## src/hw/udbp_defines.vh

```
// Register map, field positions and reset values of the serial data buffer path
`ifndef UDBP_DEFINES_VH
`define UDBP_DEFINES_VH
`define UDBP_ADDR_RXBUF 12'h000
`define UDBP_ADDR_TXSH 12'h004
`define UDBP_ADDR_CTRL 12'h008
`define UDBP_ADDR_STAT 12'h00C
`define UDBP_ADDR_IMASK 12'h010
`define UDBP_CTRL_POWER 0
`define UDBP_CTRL_TXEN 1
`define UDBP_CTRL_RXEN 2
`define UDBP_CTRL_LEN7 3
`define UDBP_ST_TXDONE 0
`define UDBP_ST_RXRDY 1
`define UDBP_ST_OVR 2
`define UDBP_ST_TXBUSY 3
`define UDBP_NEVT 3
`define UDBP_DATA_RESET 8'hFF
`define UDBP_DIV_DEFAULT 16'h0364
`define UDBP_ADDR_DIV 12'h014
`define UDBP_LAST7 3'h6
`define UDBP_LAST8 3'h7
`endif

```

## src/hw/udbp_top.v

```verilog
// Serial data buffer path: receive shifter, receive buffer, transmit shifter, APB slave
`timescale 1ns/1ns
`default_nettype none
`include "udbp_defines.vh"
module udbp_top #(
    parameter DIV_W = 16
) (
    input wire clk_i,
    input wire rst_i,
    input wire psel_i,
    input wire penable_i,
    input wire pwrite_i,
    input wire [11:0] paddr_i,
    input wire [31:0] pwdata_i,
    output reg [31:0] prdata_o,
    output reg pready_o,
    output reg pslverr_o,
    input wire serial_in_pin_i,
    output reg serial_out_pin_o,
    output reg irq_o
);
    localparam ST_IDLE = 2'b00;
    localparam ST_START = 2'b01;
    localparam ST_DATA = 2'b10;
    localparam ST_STOP = 2'b11;

    reg [7:0] receive_buffer_r;
    reg [7:0] transmit_shift_r;
    reg [3:0] ctrl_r;
    reg [DIV_W-1:0] div_r;
    reg [`UDBP_NEVT-1:0] stat_r;
    reg [`UDBP_NEVT-1:0] mask_r;
    reg rx_meta_r;
    reg rx_sync_r;
    // Receiver
    reg [1:0] rx_state_r;
    reg [DIV_W-1:0] rx_cnt_r;
    reg [2:0] rx_bit_r;
    reg [7:0] receive_shifter_r;
    // Transmitter
    reg [1:0] tx_state_r;
    reg [DIV_W-1:0] tx_cnt_r;
    reg [2:0] tx_bit_r;
    reg [7:0] tx_sh_r;

    wire power_w = ctrl_r[`UDBP_CTRL_POWER];
    wire txen_w = ctrl_r[`UDBP_CTRL_TXEN];
    wire rxen_w = ctrl_r[`UDBP_CTRL_RXEN];
    wire len7_w = ctrl_r[`UDBP_CTRL_LEN7];
    wire access_w = psel_i & penable_i;
    wire wr_w = access_w & pwrite_i;
    wire rd_w = access_w & ~pwrite_i;
    function hit;
        input [11:0] a;
        input [11:0] b;
        begin
            hit = (a == b);
        end
    endfunction

    // Index of the last data bit of a character, seven or eight bits long
    function [2:0] last_index;
        input seven;
        begin
            last_index = seven ? `UDBP_LAST7 : `UDBP_LAST8;
        end
    endfunction

    // A bit-time counter has run out when it reaches zero
    function cnt_zero;
        input [DIV_W-1:0] c;
        begin
            cnt_zero = (c == {DIV_W{1'b0}});
        end
    endfunction

    wire [2:0] last_bit_w = last_index(len7_w);
    // Register strobes: setup_w valid in the APB setup cycle, the write strobes in the access cycle
    wire setup_w = psel_i & ~penable_i;
    wire wr_ctrl_w = wr_w & hit(paddr_i, `UDBP_ADDR_CTRL);
    wire wr_mask_w = wr_w & hit(paddr_i, `UDBP_ADDR_IMASK);
    wire wr_div_w = wr_w & hit(paddr_i, `UDBP_ADDR_DIV);
    wire wr_stat_w = wr_w & hit(paddr_i, `UDBP_ADDR_STAT);
    // Bit-time ticks and frame positions
    wire rx_tick_w = cnt_zero(rx_cnt_r);
    wire tx_tick_w = cnt_zero(tx_cnt_r);
    wire rx_last_w = (rx_bit_r == last_bit_w);
    wire tx_last_w = (tx_bit_r == last_bit_w);
    wire tx_busy_w = (tx_state_r != ST_IDLE);
    // Receiver wakes on a low line, sampled after the synchroniser
    wire rx_start_w = rxen_w & ~rx_sync_r;

    wire wr_tx_w = wr_w & hit(paddr_i, `UDBP_ADDR_TXSH);
    wire tx_go_w = wr_tx_w & power_w & txen_w & (tx_state_r == ST_IDLE);
    wire tx_done_w = (tx_state_r == ST_STOP) && tx_tick_w;
    wire rx_frame_w = (rx_state_r == ST_STOP) && rx_tick_w;
    // A byte that completes while the last one is unread is an overrun
    wire rx_ovr_w = rx_frame_w & stat_r[`UDBP_ST_RXRDY];
    wire rx_ready_w = rx_frame_w & ~rx_ovr_w;
    wire rd_rxbuf_w = rd_w & hit(paddr_i, `UDBP_ADDR_RXBUF);
    wire [`UDBP_NEVT-1:0] evt_w = {rx_ovr_w, rx_ready_w, tx_done_w};
    wire [`UDBP_NEVT-1:0] w1c_w =
        wr_stat_w ? pwdata_i[`UDBP_NEVT-1:0] : {`UDBP_NEVT{1'b0}};
    // Reading the receive buffer retires the ready flag
    wire [`UDBP_NEVT-1:0] rdclr_w = {1'b0, rd_rxbuf_w, 1'b0};

    // Next status: hardware events win over a software clear in the same cycle
    reg [`UDBP_NEVT-1:0] stat_nxt;
    always @* begin
        stat_nxt = (stat_r & ~w1c_w & ~rdclr_w) | evt_w;
        if (~power_w)
            stat_nxt = {`UDBP_NEVT{1'b0}};
    end

    // Read data is picked in the setup cycle and stands through the access cycle
    reg [31:0] rdata_nxt;
    reg rderr_nxt;
    always @* begin
        rdata_nxt = 32'h0000_0000;
        rderr_nxt = 1'b0;
        if (hit(paddr_i, `UDBP_ADDR_RXBUF))
            rdata_nxt = {24'h000000, receive_buffer_r};
        else if (hit(paddr_i, `UDBP_ADDR_TXSH))
            rdata_nxt = 32'h0000_0000;
        else if (hit(paddr_i, `UDBP_ADDR_CTRL))
            rdata_nxt = {28'h0000000, ctrl_r};
        else if (hit(paddr_i, `UDBP_ADDR_STAT))
            rdata_nxt = {28'h0000000, tx_busy_w, stat_r};
        else if (hit(paddr_i, `UDBP_ADDR_IMASK))
            rdata_nxt = {29'h00000000, mask_r};
        else if (hit(paddr_i, `UDBP_ADDR_DIV))
            rdata_nxt = {{(32-DIV_W){1'b0}}, div_r};
        else
            rderr_nxt = ~pwrite_i;
    end

    // Next receive shifter; in seven-bit mode the last bit lands in bit 6
    reg [7:0] rx_shift_nxt;
    always @* begin
        rx_shift_nxt = {rx_sync_r, receive_shifter_r[7:1]};
        if (len7_w && rx_last_w)
            rx_shift_nxt = {1'b0, rx_sync_r, receive_shifter_r[7:2]};
    end

    // Next transmit line level; the line rests high outside frames
    reg tx_pin_nxt;
    always @* begin
        tx_pin_nxt = serial_out_pin_o;
        case (tx_state_r)
        ST_IDLE: begin
            if (tx_go_w)
                tx_pin_nxt = 1'b0;
        end
        ST_START: begin
            if (tx_tick_w)
                tx_pin_nxt = tx_sh_r[0];
        end
        ST_DATA: begin
            if (tx_tick_w)
                tx_pin_nxt = tx_last_w ? 1'b1 : tx_sh_r[1];
        end
        default: tx_pin_nxt = 1'b1;
        endcase
    end

    // Data leaves LSB first; ones fill in behind so the stop level follows
    reg [7:0] tx_shift_nxt;
    always @* begin
        tx_shift_nxt = tx_sh_r;
        if (tx_go_w)
            tx_shift_nxt = pwdata_i[7:0];
        else if ((tx_state_r == ST_DATA) && tx_tick_w)
            tx_shift_nxt = {1'b1, tx_sh_r[7:1]};
    end

    // Pin synchroniser
    always @(posedge clk_i or posedge rst_i) begin
        if (rst_i) begin
            rx_meta_r <= 1'b1;
            rx_sync_r <= 1'b1;
        end else begin
            rx_meta_r <= serial_in_pin_i;
            rx_sync_r <= rx_meta_r;
        end
    end

    // APB slave, control registers and status
    always @(posedge clk_i or posedge rst_i) begin
        if (rst_i) begin
            ctrl_r <= 4'h0;
            div_r <= `UDBP_DIV_DEFAULT;
            mask_r <= {`UDBP_NEVT{1'b0}};
            stat_r <= {`UDBP_NEVT{1'b0}};
            prdata_o <= 32'h0000_0000;
            pready_o <= 1'b0;
            pslverr_o <= 1'b0;
            irq_o <= 1'b0;
        end else begin
            pready_o <= setup_w;
            pslverr_o <= setup_w & rderr_nxt;
            stat_r <= stat_nxt;
            irq_o <= |(stat_nxt & mask_r);
            if (setup_w)
                prdata_o <= rdata_nxt;
            if (wr_ctrl_w)
                ctrl_r <= pwdata_i[3:0];
            if (wr_mask_w)
                mask_r <= pwdata_i[`UDBP_NEVT-1:0];
            if (wr_div_w)
                div_r <= pwdata_i[DIV_W-1:0];
        end
    end

    // Receive path
    always @(posedge clk_i or posedge rst_i) begin
        if (rst_i) begin
            rx_state_r <= ST_IDLE;
            rx_cnt_r <= {DIV_W{1'b0}};
            rx_bit_r <= 3'h0;
            receive_shifter_r <= 8'h00;
            receive_buffer_r <= `UDBP_DATA_RESET;
        end else if (~power_w) begin
            rx_state_r <= ST_IDLE;
            rx_cnt_r <= {DIV_W{1'b0}};
            rx_bit_r <= 3'h0;
            receive_buffer_r <= `UDBP_DATA_RESET;
        end else begin
            if (rx_cnt_r != {DIV_W{1'b0}})
                rx_cnt_r <= rx_cnt_r - 1'b1;
            case (rx_state_r)
            ST_IDLE: begin
                // Half a bit time centres the samples on each bit
                if (rx_start_w) begin
                    rx_state_r <= ST_START;
                    rx_cnt_r <= {1'b0, div_r[DIV_W-1:1]};
                end
            end
            ST_START: begin
                if (rx_cnt_r == {DIV_W{1'b0}}) begin
                    // Line high again at mid start bit: a glitch, not a frame
                    if (rx_sync_r) begin
                        rx_state_r <= ST_IDLE;
                    end else begin
                        rx_state_r <= ST_DATA;
                        rx_cnt_r <= div_r;
                        rx_bit_r <= 3'h0;
                    end
                end
            end
            ST_DATA: begin
                if (rx_cnt_r == {DIV_W{1'b0}}) begin
                    receive_shifter_r <= rx_shift_nxt;
                    rx_cnt_r <= div_r;
                    rx_bit_r <= rx_bit_r + 3'h1;
                    if (rx_last_w)
                        rx_state_r <= ST_STOP;
                end
            end
            ST_STOP: begin
                if (rx_cnt_r == {DIV_W{1'b0}}) begin
                    rx_state_r <= ST_IDLE;
                    // Overrun keeps the old byte and drops the new one
                    if (~rx_ovr_w)
                        receive_buffer_r <= receive_shifter_r;
                end
            end
            default: rx_state_r <= ST_IDLE;
            endcase
        end
    end

    // Transmit path
    always @(posedge clk_i or posedge rst_i) begin
        if (rst_i) begin
            tx_state_r <= ST_IDLE;
            tx_cnt_r <= {DIV_W{1'b0}};
            tx_bit_r <= 3'h0;
            tx_sh_r <= 8'hFF;
            transmit_shift_r <= `UDBP_DATA_RESET;
            serial_out_pin_o <= 1'b1;
        end else if (~power_w | ~txen_w) begin
            // Power off or transmit disable aborts a frame; line parked high
            tx_state_r <= ST_IDLE;
            tx_cnt_r <= {DIV_W{1'b0}};
            tx_bit_r <= 3'h0;
            transmit_shift_r <= `UDBP_DATA_RESET;
            serial_out_pin_o <= 1'b1;
        end else begin
            serial_out_pin_o <= tx_pin_nxt;
            tx_sh_r <= tx_shift_nxt;
            if (tx_cnt_r != {DIV_W{1'b0}})
                tx_cnt_r <= tx_cnt_r - 1'b1;
            case (tx_state_r)
            ST_IDLE: begin
                if (tx_go_w) begin
                    transmit_shift_r <= pwdata_i[7:0];
                    tx_state_r <= ST_START;
                    tx_cnt_r <= div_r;
                end
            end
            ST_START: begin
                if (tx_tick_w) begin
                    tx_state_r <= ST_DATA;
                    tx_cnt_r <= div_r;
                    tx_bit_r <= 3'h0;
                end
            end
            ST_DATA: begin
                if (tx_tick_w) begin
                    tx_cnt_r <= div_r;
                    tx_bit_r <= tx_bit_r + 3'h1;
                    if (tx_last_w)
                        tx_state_r <= ST_STOP;
                end
            end
            ST_STOP: begin
                if (tx_cnt_r == {DIV_W{1'b0}})
                    tx_state_r <= ST_IDLE;
            end
            default: tx_state_r <= ST_IDLE;
            endcase
        end
    end
endmodule
`default_nettype wire

```

## config.mk

```make
export PLATFORM = sky130hd
export DESIGN_NAME = udbp_top
export DESIGN_NICKNAME = d
export VERILOG_FILES = /design/src/hw/udbp_top.v
export VERILOG_INCLUDE_DIRS = /design/src /design/src/hw
export SDC_FILE = /design/constraint.sdc
export NUM_CORES = 1
export LEC_CHECK = 0
export ABC_AREA = 1
export BUFFER_PORTS_ARGS = -buffer_cell sky130_fd_sc_hd__buf_4
export CAP_MARGIN = 20
export CORE_MARGIN = 5
export CORE_UTILIZATION = 44
export CTS_BUF_LIST = sky130_fd_sc_hd__clkbuf_2
export DETAILED_ROUTE_END_ITERATION = 12
export GPL_TIMING_DRIVEN = 0
export PLACE_DENSITY = 0.72
export SYNTH_ARGS = -nofsm -noshare
export SYNTH_HDL_FRONTEND = slang
export SYNTH_SLANG_ARGS = --single-unit
```

## constraint.sdc

```tcl
create_clock -name clk_i -period 8.4 [get_ports clk_i]
set_input_delay 1.26 -clock clk_i [delete_from_list [all_inputs] [get_ports clk_i]]
set_output_delay 1.26 -clock clk_i [all_outputs]
set_load 0.005 [all_outputs]
```

==> flow_metrics.tcl <==
set metrics [dict create \
    critPathTopFamily "flip-flops" \
    syn-instance-count 859 \
    netSwitchingPower_uw 264 \
    layout.nets 1006 \
    fin_crit_sh 0.312 \
    critPathMaxStageDelay_ps 570 \
    netlist_top_cells_area "dfrtp_1 (32%), dfstp_2 (9.1%), nand2_1 (8.3%)" \
    synth_cell_types 53 \
    layout_setup_ws_ps 5780 \
    drt-met1-wl_mm 8.45 \
    met3_length_mm 1.13 \
    io_buffers 53 \
    first_global_vias 5931 \
    critPathKind "reg -> out" \
    die_area_sq_mm 0.0184 \
    initial_core_util 0.444 \
    setup_viol 0 \
    hold_path_depth 0 \
    cts_made_buffers 17 \
    die_w_um 136 \
    num_io_pins 86 \
    yosysTopAreaCell "dfrtp_1" \
    yosysSeqAreaShare 0.415 \
    n_fill_cell 1602 \
    hold_viol 0 \
    core_sq_mm 0.0157 \
    tightest_slew_ps 868 \
    power_frac_comb 0.060 \
    synth.top_cell.area_share 0.324 \
    final_cells 1176 \
    postCtsSetupBuffers 0 \
    synth_warnings 0 \
    critPathBufInv 1 \
    wire_per_inst_um 15.3 \
    hold_class "reg -> reg" \
    drcViolationCount 0 \
    antennaDiodeCount 0 \
    cts_hold_buf 0 \
    crit_cells 1 \
    clock-sinks 114 \
    clock_path_buffers 2 \
    outcome "finished, final reports clean" \
    power.total_uw 1010 \
    path_clk_slew_ps 190 \
    fin_tns_setup_ps 0 \
    place_ws_ps 5440 \
    area_growth_syn_to_layout_pct 14.6 \
    synth_edf_count 0 \
    leakage_uw 0.00390 \
    pwr-share-clk 0.388 \
    drtIter0Drc 517 \
    synth_area_sq_mm 0.00694 \
    antenna_found_initial 0 \
    post_cts_resized 0 \
    worstSetupEndpointType "output port" \
    drive_above_1_share 0.225 \
    internal_power_uw 749 \
    grt_setup_unrepaired "no" \
    rr_worst_depth 10 \
    fin_util 0.508 \
    switching_share 0.261 \
    root_buffer "clkbuf_2" \
    first_pass_iters 6 \
    min_to "rx_sync_r" \
    routed-via-count 6177 \
    dp_cells 1144 \
    vias_per_cell 5.25 \
    ir_worst_vdd_v 0.000105 \
    fin_skew_ps 26.2 \
    postRouteAntennaNets 0 \
    routed_wl_mm 17.9 \
    ys_ff_latch 114 \
    p_seq_frac 0.552 \
    required_ps 7140 \
    htreeDepth 4 \
    cts_tree "done" \
    cap_viol_max_count 0 \
    relSlewSlack 0.419 \
    max_freq_mhz 382 \
    r2r_slack_ps 6350 \
    grt_pass1_wl_mm 29.7 \
    min_period_ps 2620 \
    worstPathArrival_ps 1360 \
    grt_max_degree 77 \
    avgSynthCellArea_sq_um 8.08 \
    async_flop_share 1.00 \
    reg2reg_to "tx_sh_r[6]" \
    dp_hpwl_mm 13.5 \
    track_usage 0.203 \
    grt_overflow_total 0 \
    p_per_area_mw_per_mm2 127 \
    slew_violations 0 \
    gp_congestion 0.962 \
    cp_max_fo 2 \
    crit_chain "buf_4" \
    wl_met2_mm 8.07 \
    multi_input_area_sq_mm 0.00348 \
    crit-reg2reg-launch "tx_cnt_r[0]" \
    top_layer "met4" \
    num_rows 46 \
    clk_latency_ps 690 \
    cp-start-kind "flip-flop" \
    hp-start "rx_meta_r" \
    ys.flop_type "dfrtp_1" \
    die_y_um 136 \
    regArea_sq_mm 0.00288 \
    crit_slowest_cell "dfstp_2" \
]
power by group through the flow:
stage          Combinational, uW  Sequential [uW]  Clock, uW
2_1_floorplan               27.9              569          0
3_3_place_gp                59.1              569          0
3_5_place_dp                61.5              569          0
4_1_cts                     61.7              560        403
5_1_grt                     68.2              561        427
6_report                    60.8              560        393
kinds of logic after synthesis:
kind of cell / Yosys count / share of synthesized area
fa+ha+maj: 9 / 0.0162
buf+inv: 141 / 0.0924
flops: 114 / 0.415
compound gates: 179 / 0.155
simple gates: 389 / 0.277
other cells: 1 / 0.000540
mux: 12 / 0.0259
xor+xnor: 14 / 0.0177
cell type report:
| type | instances | area share |
|---|---|---|
| well taps | 216 | 0.0340 |
| clock buffers | 18 | 0.0113 |
| flip-flops and latches | 114 | 0.362 |
| inverters | 106 | 0.0513 |
| repair buffers | 54 | 0.0535 |
| clock inverters | 14 | 0.0206 |
| plain buffers | 35 | 0.0300 |
| multi-input cells | 619 | 0.437 |
state kept, by name, indices dropped and copies added (netlist names), 3 cells and up:
signal             cells
tx_sh_r                8
tx_cnt_r              16
div_r                 16
rx_cnt_r              16
tx_bit_r               3
ctrl_r                 4
rx_bit_r               3
mask_r                 3
prdata_o              16
stat_r                 3
receive_buffer_r       8
receive_shifter_r      8
layer usage:
metal | up-vias | global-route usage
met5 | - | 0
met4 | 0 | 0.0594
met3 | 24 | 0.0383
met2 | 198 | 0.319
met1 | 2931 | 0.287
li1 | 3024 | -
through the flow:
step                hold WS [ps]  instance area, sq um
finish                       370                  7960
global route                 374                  7960
CTS                          371                  7960
detailed placement           347                  7700
global placement             347                  7670
floorplan                    345                  7000
cell usage in the layout (no fill, tap or decap), types with 6 or more instances in the layout:
cell type and count:
buf_4 69, nand4_1 6, o21ai_1 15, clkbuf_1 6
nand3_2 6, nor2_2 11, nand3_1 77, nor2_4 9
nor2_1 76, dfrtp_1 90, clkbuf_2 18, nand2_1 154
o211ai_1 15, inv_1 95, ha_1 9, o21ai_0 59
buf_2 8, a21oi_1 49, nor3_1 19, inv_2 6
xor2_1 8, conb_1 16, mux2_4 12, xnor2_1 6
a22oi_1 14, nor3_2 10, nand2_2 7, dfstp_2 24
cells in the mapped netlist, types with 6 or more instances:
library cell	instances
a21oi_1	49
a22oi_1	14
buf_2	8
buf_4	16
clkbuf_1	6
dfrtp_1	90
dfstp_2	24
ha_1	9
inv_1	96
inv_2	6
mux2_4	12
nand2_1	154
nand2_2	7
nand3_1	77
nand3_2	6
nand4_1	6
nor2_1	76
nor2_2	11
nor2_4	9
nor3_1	19
nor3_2	10
o211ai_1	15
o21ai_0	59
o21ai_1	15
xnor2_1	6
xor2_1	8
worst max-delay path by stage:
stage                                start                to  slack (ps)
after CTS                 serial_out_pin_o  serial_out_pin_o        5700
after detailed placement        paddr_i[5]         pslverr_o        5440
after floorplan                      rst_i         ctrl_r[0]        4160
after global routing      serial_out_pin_o  serial_out_pin_o        5690
final                     serial_out_pin_o  serial_out_pin_o        5780
after global placement               rst_i          div_r[3]        2710
Power figures use the tool's default switching activity.
